## src/common/dpm_defs.vh

```
/*
 * constants for the drive protection monitor: register offsets,
 * field positions, reset values and timing figures.
 * assumes a 50 MHz clock and a 10 ms protection time base.
 */
`ifndef DPM_DEFS_VH
`define DPM_DEFS_VH

// ----------------------------------------------------------------
// timing
// ----------------------------------------------------------------
`define DPM_CLK_NS 20
`define DPM_TICK_NS 10000000
`define DPM_TICK_CYC (`DPM_TICK_NS / `DPM_CLK_NS)
`define DPM_TICK_MS 10
`define DPM_BRK_MAX_S 15
`define DPM_BRK_MAX_TICKS (`DPM_BRK_MAX_S * 1000 / `DPM_TICK_MS)
`define DPM_PCT 7'h64

// ----------------------------------------------------------------
// register byte offsets
// ----------------------------------------------------------------
`define DPM_A_CTRL 6'h00
`define DPM_A_ULTIME 6'h04
`define DPM_A_LEVEL 6'h08
`define DPM_A_SPEED 6'h0c
`define DPM_A_DEV 6'h10
`define DPM_A_ENC 6'h14
`define DPM_A_FREQ 6'h18
`define DPM_A_DOUT 6'h1c
`define DPM_A_TRIP 6'h20
`define DPM_A_IRQST 6'h24
`define DPM_A_IRQMSK 6'h28
`define DPM_A_LIVE 6'h2c

// ----------------------------------------------------------------
// control fields
// ----------------------------------------------------------------
`define DPM_C_VECTOR 0
`define DPM_C_DUTY 1
`define DPM_C_ULWEN 2
`define DPM_C_ULACT_LO 3
`define DPM_C_ULACT_HI 4
`define DPM_C_ESAVE 5
`define DPM_C_DEVEN 6
`define DPM_C_WIRE 7
`define DPM_C_FAN 8
`define DPM_CTRL_W 9
`define DPM_CTRL_RST 9'h0cc

// ----------------------------------------------------------------
// values and reset contents
// ----------------------------------------------------------------
`define DPM_ACT_FREE 2'h1
`define DPM_ACT_DEC 2'h2
`define DPM_FN_UL 8'h06
`define DPM_FN_FAN 8'h08
`define DPM_FN_DBW 8'h1f
`define DPM_ULTIME_RST 32'h0bb8_03e8
`define DPM_LEVEL_RST 24'h0a_1e_1e
`define DPM_SPEED_RST 32'h0001_2ee0
`define DPM_DEV_RST 32'h0064_07d0
`define DPM_ENC_RST 16'h0064
`define DPM_FREQ_RST 32'h1770_00c8
`define DPM_DOUT_RST 24'h00_00_00

// ----------------------------------------------------------------
// trip and event bit positions
// ----------------------------------------------------------------
`define DPM_T_ULFREE 0
`define DPM_T_ULDEC 1
`define DPM_T_OVS 2
`define DPM_T_DEV 3
`define DPM_T_ENC 4
`define DPM_T_FAN 5
`define DPM_NTRIP 6
`define DPM_NEV 8

`endif

```

## src/hw/dpm_persist.v

```verilog
/*
 * persistence timer: raises its hit flag once a condition has held
 * for a set number of time-base ticks.
 * assumes a one-cycle tick strobe on the same clock.
 */
`timescale 1ns/1ns
module dpm_persist #(
    parameter W = 16
) (
    input wire i_clk,
    input wire i_nrst,
    input wire i_tick,
    input wire i_cond,
    input wire [W-1:0] i_limit,
    output reg o_hit
);

reg [W-1:0] cnt_q;

// ----------------------------------------------------------------
// counter
// ----------------------------------------------------------------
always @(posedge i_clk or negedge i_nrst) begin
    if (!i_nrst) begin
        cnt_q <= {W{1'b0}};
        o_hit <= 1'b0;
    end else if (!i_cond) begin
        cnt_q <= {W{1'b0}};
        o_hit <= 1'b0;
    end else begin
        if (cnt_q >= i_limit) begin
            o_hit <= 1'b1;
        end else if (i_tick) begin
            cnt_q <= cnt_q + {{(W-1){1'b0}}, 1'b1};
        end
    end
end

endmodule

```

## src/hw/dpm_monitor.v

```verilog
/*
 * drive protection monitor: braking resistor supervision, underload,
 * overspeed and speed deviation (vector mode only), encoder wire and fan fault protection,
 * with an ahb-lite register slave and one level interrupt.
 * assumes drive measurements arrive on i_clk; encoder and fan pins
 * are asynchronous and are synchronised here.
 */
// Implementation choices: the AHB-Lite slave port and the placing of the registers.
`timescale 1ns/1ns
`include "dpm_defs.vh"
module dpm_monitor #(
    parameter P_TICK_CYC = `DPM_TICK_CYC
) (
    input wire i_clk,
    input wire i_nrst,
    input wire i_hsel,
    input wire [31:0] i_haddr,
    input wire [1:0] i_htrans,
    input wire i_hwrite,
    input wire [2:0] i_hsize,
    input wire [31:0] i_hwdata,
    input wire i_hready,
    output reg [31:0] o_hrdata,
    output reg o_hreadyout,
    output reg o_hresp,
    input wire i_running,
    input wire i_decel,
    input wire i_cycle_end,
    input wire i_brake_req,
    input wire [7:0] i_out_current,
    input wire [15:0] i_out_freq,
    input wire [15:0] i_motor_speed,
    input wire [15:0] i_speed_ref,
    input wire i_enc_fitted,
    input wire i_enc_wire_ok,
    input wire i_fan_err,
    output reg o_output_block,
    output reg o_decel_stop,
    output reg o_brake_drive,
    output reg [2:0] o_dout,
    output reg o_irq
);

localparam [31:0] TICK_LAST_W = P_TICK_CYC - 1;
localparam [19:0] TICK_LAST = TICK_LAST_W[19:0];
localparam [31:0] BRK_LIMIT_W = `DPM_BRK_MAX_TICKS;
localparam [15:0] BRK_LIMIT = BRK_LIMIT_W[15:0];

// ----------------------------------------------------------------
// registers
// ----------------------------------------------------------------
reg [`DPM_CTRL_W-1:0] ctrl_q;
reg [31:0] ultime_q;
reg [23:0] level_q;
reg [31:0] speed_q;
reg [31:0] dev_q;
reg [15:0] enc_q;
reg [31:0] freq_q;
reg [23:0] dout_q;
reg [`DPM_NTRIP-1:0] trip_q;
reg [`DPM_NEV-1:0] irqst_q;
reg [`DPM_NEV-1:0] irqmsk_q;
reg [`DPM_NEV-1:0] lvl_prev_q;
reg [19:0] tick_cnt_q;
reg tick_q;
reg [2:0] sync1_q;
reg [2:0] sync2_q;
reg [19:0] dec_cnt_q;
reg [19:0] tot_cnt_q;
reg db_warn_q;
reg wr_pend_q;
reg [5:0] wr_addr_q;

wire vector = ctrl_q[`DPM_C_VECTOR];
wire heavy = ctrl_q[`DPM_C_DUTY];
wire [1:0] ul_act = ctrl_q[`DPM_C_ULACT_HI:`DPM_C_ULACT_LO];
wire fan_warn_mode = ctrl_q[`DPM_C_FAN];
wire enc_fit_s = sync2_q[0];
wire enc_ok_s = sync2_q[1];
wire fan_err_s = sync2_q[2];

// ----------------------------------------------------------------
// pin synchronisers and time base
// ----------------------------------------------------------------
always @(posedge i_clk or negedge i_nrst) begin
    if (!i_nrst) begin
        sync1_q <= 3'h0;
        sync2_q <= 3'h0;
        tick_cnt_q <= 20'h0;
        tick_q <= 1'b0;
    end else begin
        sync1_q <= {i_fan_err, i_enc_wire_ok, i_enc_fitted};
        sync2_q <= sync1_q;
        tick_q <= (tick_cnt_q == TICK_LAST);
        if (tick_cnt_q == TICK_LAST) begin
            tick_cnt_q <= 20'h0;
        end else begin
            tick_cnt_q <= tick_cnt_q + 20'h1;
        end
    end
end

// ----------------------------------------------------------------
// underload detection
// ----------------------------------------------------------------
wire [15:0] f_slip = freq_q[15:0];
wire [15:0] f_base = freq_q[31:16];
wire [7:0] lf_lvl = level_q[7:0];
wire [7:0] bf_lvl = level_q[15:8];
wire [15:0] span = f_base - f_slip;
wire [15:0] pos = i_out_freq - f_slip;
wire [23:0] lhs_u = i_out_current * span;
wire [23:0] lf_u = lf_lvl * span;
wire signed [9:0] dlev = $signed({2'b00, bf_lvl}) - $signed({2'b00, lf_lvl});
wire signed [26:0] slope = dlev * $signed({1'b0, pos});
wire signed [26:0] rhs = $signed({3'b000, lf_u}) + slope;
wire in_band = (i_out_freq >= f_slip);
wire at_base = (i_out_freq >= f_base) || (f_base <= f_slip);
wire ul_low = !in_band ? 1'b0 :
              (at_base || heavy) ? (i_out_current < bf_lvl) :
              ($signed({3'b000, lhs_u}) < rhs);
wire ul_cond = i_running && ul_low && !ctrl_q[`DPM_C_ESAVE];

wire ul_warn_hit;
wire ul_trip_hit;
wire ovs_hit;
wire dev_hit;
wire enc_hit;
wire brk_hit;

dpm_persist #(.W(16)) u_ulwarn (
    .i_clk(i_clk),
    .i_nrst(i_nrst),
    .i_tick(tick_q),
    .i_cond(ul_cond),
    .i_limit(ultime_q[15:0]),
    .o_hit(ul_warn_hit)
);

dpm_persist #(.W(16)) u_ultrip (
    .i_clk(i_clk),
    .i_nrst(i_nrst),
    .i_tick(tick_q),
    .i_cond(ul_cond),
    .i_limit(ultime_q[31:16]),
    .o_hit(ul_trip_hit)
);

// ----------------------------------------------------------------
// speed and encoder protection
// ----------------------------------------------------------------
wire [15:0] dev_abs = (i_motor_speed >= i_speed_ref) ?
                      (i_motor_speed - i_speed_ref) :
                      (i_speed_ref - i_motor_speed);
wire ovs_cond = vector && (i_motor_speed > speed_q[15:0]);
wire dev_cond = vector && ctrl_q[`DPM_C_DEVEN] && (dev_abs > dev_q[15:0]);
wire enc_cond = enc_fit_s && ctrl_q[`DPM_C_WIRE] && !enc_ok_s;

dpm_persist #(.W(16)) u_ovs (
    .i_clk(i_clk),
    .i_nrst(i_nrst),
    .i_tick(tick_q),
    .i_cond(ovs_cond),
    .i_limit(speed_q[31:16]),
    .o_hit(ovs_hit)
);

dpm_persist #(.W(16)) u_dev (
    .i_clk(i_clk),
    .i_nrst(i_nrst),
    .i_tick(tick_q),
    .i_cond(dev_cond),
    .i_limit(dev_q[31:16]),
    .o_hit(dev_hit)
);

dpm_persist #(.W(16)) u_enc (
    .i_clk(i_clk),
    .i_nrst(i_nrst),
    .i_tick(tick_q),
    .i_cond(enc_cond),
    .i_limit(enc_q),
    .o_hit(enc_hit)
);

// ----------------------------------------------------------------
// braking resistor supervision
// ----------------------------------------------------------------
// continuous braking cap
dpm_persist #(.W(16)) u_brk (
    .i_clk(i_clk),
    .i_nrst(i_nrst),
    .i_tick(tick_q),
    .i_cond(i_brake_req),
    .i_limit(BRK_LIMIT),
    .o_hit(brk_hit)
);

wire [26:0] dec_pct = dec_cnt_q * `DPM_PCT;
wire [27:0] lvl_tot = level_q[23:16] * tot_cnt_q;

always @(posedge i_clk or negedge i_nrst) begin
    if (!i_nrst) begin
        dec_cnt_q <= 20'h0;
        tot_cnt_q <= 20'h0;
        db_warn_q <= 1'b0;
    end else if (i_cycle_end) begin
        db_warn_q <= ({1'b0, dec_pct} > lvl_tot);
        dec_cnt_q <= 20'h0;
        tot_cnt_q <= 20'h0;
    end else if (tick_q && (tot_cnt_q != 20'hfffff)) begin
        tot_cnt_q <= tot_cnt_q + 20'h1;
        if (i_decel) begin
            dec_cnt_q <= dec_cnt_q + 20'h1;
        end
    end
end

// ----------------------------------------------------------------
// trips, events and outputs
// ----------------------------------------------------------------
wire [`DPM_NTRIP-1:0] trip_set;
assign trip_set[`DPM_T_ULFREE] = ul_trip_hit && (ul_act == `DPM_ACT_FREE);
assign trip_set[`DPM_T_ULDEC] = ul_trip_hit && (ul_act == `DPM_ACT_DEC);
assign trip_set[`DPM_T_OVS] = ovs_hit;
assign trip_set[`DPM_T_DEV] = dev_hit;
assign trip_set[`DPM_T_ENC] = enc_hit;
assign trip_set[`DPM_T_FAN] = fan_err_s && !fan_warn_mode;

wire [`DPM_NEV-1:0] lvl = {brk_hit, db_warn_q, fan_err_s, enc_hit,
                            dev_hit, ovs_hit, ul_trip_hit, ul_warn_hit};
wire [`DPM_NEV-1:0] ev = lvl & ~lvl_prev_q;
wire ul_warn_on = ul_warn_hit && ctrl_q[`DPM_C_ULWEN];
wire fan_warn_on = fan_err_s && fan_warn_mode;

wire wr_go = wr_pend_q;
wire [`DPM_NTRIP-1:0] trip_clr = (wr_go && wr_addr_q == `DPM_A_TRIP) ?
                                 i_hwdata[`DPM_NTRIP-1:0] : 6'h00;
wire [`DPM_NEV-1:0] irq_clr = (wr_go && wr_addr_q == `DPM_A_IRQST) ?
                              i_hwdata[`DPM_NEV-1:0] : 8'h00;
wire [`DPM_NTRIP-1:0] trip_d = (trip_q & ~trip_clr) | trip_set;
wire [`DPM_NEV-1:0] irqst_d = (irqst_q & ~irq_clr) | ev;

function dout_bit;
    input [7:0] fn;
    input ulw;
    input fanw;
    input dbw;
    begin
        dout_bit = ((fn == `DPM_FN_UL) && ulw) ||
                   ((fn == `DPM_FN_FAN) && fanw) ||
                   ((fn == `DPM_FN_DBW) && dbw);
    end
endfunction

always @(posedge i_clk or negedge i_nrst) begin
    if (!i_nrst) begin
        trip_q <= 6'h00;
        irqst_q <= 8'h00;
        lvl_prev_q <= 8'h00;
        o_output_block <= 1'b0;
        o_decel_stop <= 1'b0;
        o_brake_drive <= 1'b0;
        o_dout <= 3'h0;
        o_irq <= 1'b0;
    end else begin
        // set wins over clear
        trip_q <= trip_d;
        irqst_q <= irqst_d;
        lvl_prev_q <= lvl;
        o_output_block <= trip_d[`DPM_T_ULFREE] | trip_d[`DPM_T_OVS] |
                          trip_d[`DPM_T_DEV] | trip_d[`DPM_T_ENC] |
                          trip_d[`DPM_T_FAN];
        o_decel_stop <= trip_d[`DPM_T_ULDEC];
        o_brake_drive <= i_brake_req && !brk_hit;
        o_dout[0] <= dout_bit(dout_q[7:0], ul_warn_on, fan_warn_on,
                              db_warn_q);
        o_dout[1] <= dout_bit(dout_q[15:8], ul_warn_on, fan_warn_on,
                              db_warn_q);
        o_dout[2] <= dout_bit(dout_q[23:16], ul_warn_on, fan_warn_on,
                              db_warn_q);
        o_irq <= |(irqst_d & irqmsk_q);
    end
end

// ----------------------------------------------------------------
// ahb-lite slave
// ----------------------------------------------------------------
wire addr_ok = i_hsel && i_hready && i_htrans[1];
wire [5:0] a = i_haddr[5:0];
wire [31:0] live = {22'h0, fan_warn_on, db_warn_q, brk_hit, enc_hit,
                    dev_hit, ovs_hit, ul_trip_hit, ul_warn_hit, ul_cond};
reg [31:0] rd_d;

always @* begin
    rd_d = 32'h0;
    case (a)
        `DPM_A_CTRL: rd_d = {23'h0, ctrl_q};
        `DPM_A_ULTIME: rd_d = ultime_q;
        `DPM_A_LEVEL: rd_d = {8'h0, level_q};
        `DPM_A_SPEED: rd_d = speed_q;
        `DPM_A_DEV: rd_d = dev_q;
        `DPM_A_ENC: rd_d = {16'h0, enc_q};
        `DPM_A_FREQ: rd_d = freq_q;
        `DPM_A_DOUT: rd_d = {8'h0, dout_q};
        `DPM_A_TRIP: rd_d = {26'h0, trip_q};
        `DPM_A_IRQST: rd_d = {24'h0, irqst_q};
        `DPM_A_IRQMSK: rd_d = {24'h0, irqmsk_q};
        `DPM_A_LIVE: rd_d = live;
        default: rd_d = 32'h0;
    endcase
end

always @(posedge i_clk or negedge i_nrst) begin
    if (!i_nrst) begin
        o_hrdata <= 32'h0;
        o_hreadyout <= 1'b1;
        o_hresp <= 1'b0;
        wr_pend_q <= 1'b0;
        wr_addr_q <= 6'h00;
        ctrl_q <= `DPM_CTRL_RST;
        ultime_q <= `DPM_ULTIME_RST;
        level_q <= `DPM_LEVEL_RST;
        speed_q <= `DPM_SPEED_RST;
        dev_q <= `DPM_DEV_RST;
        enc_q <= `DPM_ENC_RST;
        freq_q <= `DPM_FREQ_RST;
        dout_q <= `DPM_DOUT_RST;
        irqmsk_q <= 8'h00;
    end else begin
        o_hreadyout <= 1'b1;
        o_hresp <= 1'b0;
        wr_pend_q <= addr_ok && i_hwrite;
        wr_addr_q <= a;
        if (addr_ok && !i_hwrite) begin
            o_hrdata <= rd_d;
        end
        if (wr_go) begin
            case (wr_addr_q)
                `DPM_A_CTRL: ctrl_q <= i_hwdata[`DPM_CTRL_W-1:0];
                `DPM_A_ULTIME: ultime_q <= i_hwdata;
                `DPM_A_LEVEL: level_q <= i_hwdata[23:0];
                `DPM_A_SPEED: speed_q <= i_hwdata;
                `DPM_A_DEV: dev_q <= i_hwdata;
                `DPM_A_ENC: enc_q <= i_hwdata[15:0];
                `DPM_A_FREQ: freq_q <= i_hwdata;
                `DPM_A_DOUT: dout_q <= i_hwdata[23:0];
                `DPM_A_IRQMSK: irqmsk_q <= i_hwdata[`DPM_NEV-1:0];
                default: irqmsk_q <= irqmsk_q;
            endcase
        end
    end
end

endmodule

```

## config.mk

```make
export PLATFORM = sky130hd
export DESIGN_NAME = dpm_monitor
export DESIGN_NICKNAME = d
export VERILOG_FILES = /design/src/hw/dpm_persist.v /design/src/hw/dpm_monitor.v
export VERILOG_INCLUDE_DIRS = /design/src /design/src/common
export SDC_FILE = /design/constraint.sdc
export NUM_CORES = 2
export LEC_CHECK = 0
export BUFFER_PORTS_ARGS = -buffer_cell sky130_fd_sc_hd__buf_4
export CAP_MARGIN = 20
export CORE_MARGIN = 5
export CORE_UTILIZATION = 55
export DETAILED_ROUTE_END_ITERATION = 8
export HOLD_SLACK_MARGIN = 0.1
export PLACE_DENSITY = 0.72
export SYNTH_ARGS = -nofsm -noshare
export SYNTH_HDL_FRONTEND = slang
export SYNTH_SLANG_ARGS = --single-unit
```

## constraint.sdc

```tcl
create_clock -name i_clk -period 13.4 [get_ports i_clk]
set_input_delay 4.02 -clock i_clk [delete_from_list [all_inputs] [get_ports i_clk]]
set_output_delay 4.02 -clock i_clk [all_outputs]
set_load 0.02 [all_outputs]
```

==> results.tsv <==
metric	value	unit
synth_cell_types	86	
r2r_setup_slack	1.23	ns
maximum_number_of_pins_on_one_net_before_global_route_repair	139	
tritoncts	done	
worstPathMaxFanout	18	
max_stage_delay	0.56	ns
drive_gt1_share	12.01	%
grt_overflow	0	
final_cell_area	51840	um2
min_delay_worst_endpoint	sync2_q[1]	
vias_in_the_first_global_route	38100	
hold_viol_final	0	
portBuffers	145	
layout.cells.most_common	sky130_fd_sc_hd__inv_1	
min_delay_path_depth	0	
ys_seq_area_share	23.59	%
global_route_usage_sum	27.30	%
status	completed	
synth.yosys.warnings	0	
mappedNetlistArea	47610	um2
fp.dieArea	92550	um2
routed_wirelength	127500	um
max_cap_viol_count	0	
syn-instance-count	5158	
number_of_vias_per_cell	5.783	
cpMostUsedCell	sky130_fd_sc_hd__fa_1	
clock_tree.htree_level_count	2	
cts.sink_count	446	
initial_utilization	55.14	%
reg2reg_depth	50	
synth_enable_flop_cells	0	
reg2reg_to	o_hrdata[0]	
crit_start	i_out_freq[0]	
drtAntennaViolNets	0	
worst_slew_pin_slew	1.129	ns
pin_count	178	
gp_congestion	0.9364	
synth_flop_cell	sky130_fd_sc_hd__dfrtp_1	
number_of_antenna_violations_at_the_first_check_in_global_routing	4	
place.detailed.hpwl	99390	um
core-area	86350	um2
grt_first_pass_wirelength	205200	um
yosysTopAreaCell	sky130_fd_sc_hd__dfrtp_1	
die-width	304.2	um
number_of_buffers_created_by_cts	46	
drv_slew	0	
finalCriticalPeriod	12.97	ns
achievable-frequency	0.07711	GHz
critPathKind	in2reg	
wire_per_inst	19.73	um
synth_largest_type_area_fraction	20.44	%
final_critical_path_setup_slack	0.4316	ns
clock_tree_buffer_depth	3	
hold_class	reg2reg	
dpl_cell_area	50140	um2
cp-start-kind	input port	
synthTopCellsByArea	sky130_fd_sc_hd__dfrtp_1 (20%), sky130_fd_sc_hd__fa_1 (17%), sky130_fd_sc_hd__ha_1 (14%), sky130_fd_sc_hd__inv_1 (6.3%), sky130_fd_sc_hd__mux2_2 (5.1%)	
timing.final.crit_share	96.78	%
cts_root_buffer	sky130_fd_sc_hd__clkbuf_16	
cp_slowest_cell	sky130_fd_sc_hd__or4_4	
setup.worst_path.end_class	register	
post-place-ws	-0.1694	ns
area_used_by_sequential_logic_in_the_layout	11230	um2
skew	0.03888	ns
hp-start	sync1_q[1]	
die_y	304.2	um
setup_violations	0	
number_of_drc_markers_after_the_initial_detailed_route_iteration	2770	
dr_total_vias	37380	
core.rowCount	108	
detail_route.first_pass.iterations	8	
multiInputGateArea	32770	um2
route.detailed.drc	0	
synthesis.area_per_instance	9.231	um2
layout-area-overhead-vs-synth	8.880	%
clock_insertion_delay_at_the_later_pin_of_the_skew_report	0.60	ns
path_clk_slew	0.06	ns
relSlewSlack	24.49	%
r2r_start	freq_q[0]	
filler_cell_count	7453	
cp.required	13.88	ns
synth_seq_cells	446	
synthesis.nets	6247	
timing.critical_path.arrival	13.45	ns
top_library_cells_by_usage_in_the_layout_fill_and_taps_aside	sky130_fd_sc_hd__inv_1 (793), sky130_fd_sc_hd__ha_1 (536), sky130_fd_sc_hd__nand2_1 (490), sky130_fd_sc_hd__fa_1 (416), sky130_fd_sc_hd__dfrtp_1 (389)	
finalNetCount	6356	
postSynth.asyncResetShare	100.0	%
[registers in the layout (all words and copies together), names as in the netlist, 24 cells and up]
name,count
freq_q,32
level_q,24
dout_q,24
speed_q,32
o_hrdata,32
ultime_q,32
dev_q,32
[repair_timing]
| item | 4_1_cts | 5_1_grt |
|---|---|---|
| setup buffers | 0 | 1 |
| resized for setup | 0 | 8 |
| setup endpoints to repair | 0 | 35 |
| hold buffers | 0 | 0 |
[synth_stat cells, drive strengths merged (38+ instances only)]
cell / instances
ha: 536
dfrtp: 389
and2: 195
a21oi: 181
nor2b: 65
nand3: 86
o21ai: 149
inv: 793
nand2: 490
nor3: 67
clkbuf: 141
mux2: 217
fa: 416
a21o: 103
dfstp: 57
o21a: 42
a211oi: 38
xnor2: 148
nand2b: 59
nor2: 335
nand4: 63
or3: 40
xor2: 113
[final cells by class]
type | instances | share of cell area, %
tap | 1155 | 2.788
antenna | 5 | 0.02414
clock inverter | 20 | 0.4899
timing repair buffer | 235 | 3.570
clock buffer | 65 | 2.512
multi-input combinational | 3745 | 63.21
inverter | 793 | 5.742
sequential | 446 | 21.67
[through the flow]
stage	utilization [%]	std cells	hold WS, ns	setup TNS (ns)
4_1_cts	59.88	6453	0.3553	0
5_1_grt	60.03	6460	0.3751	-0.003969
2_1_floorplan	-	5158	0.3312	0
3_3_place_gp	58.06	6367	0.3373	-0.9772
6_report	60.04	6464	0.3518	0
3_5_place_dp	58.07	6368	0.3411	-3.971
[critical path, delay by kind of cell]
kind,cells,cell delay [ns]
fa+ha+maj,9,3.63
compound gates,16,2.98
simple gates,10,1.46
buf+inv,9,0.94
xor+xnor,2,0.42
[how the worst max path moves through the flow]
stage,end,depth (start not counted),slack [ns]
detailed placement,o_hrdata[0],45,-0.17
finish,o_hrdata[0],46,0.43
CTS,o_hrdata[0],44,0.42
floorplan,u_ultrip.cnt_q[0],43,0.01
global placement,o_hrdata[0],44,-0.08
global route,o_hrdata[0],47,-0.004
[routing by layer]
layer	share of wire, %	global-route usage [%]
met1	42	37.17
met2	45	43.06
met3	8.3	5.978
met4	4.5	10.54
met5	0	0
[logic make-up after synthesis]
| group | after synthesis | share of synthesized area, % |
|---|---|---|
| AO/OA/AOI/OAI | 766 | 10.83 |
| XOR/XNOR | 261 | 4.801 |
| adder cells (fa/ha/maj) | 952 | 31.58 |
| buffers and inverters | 967 | 7.721 |
| flip-flops | 446 | 23.59 |
| multiplexers | 250 | 6.010 |
| other | 2 | 0.01577 |
| AND/OR/NAND/NOR | 1514 | 15.46 |
Power is not shown: default switching activity piles up to over one toggle a cycle in this logic, so the estimate is an artifact.
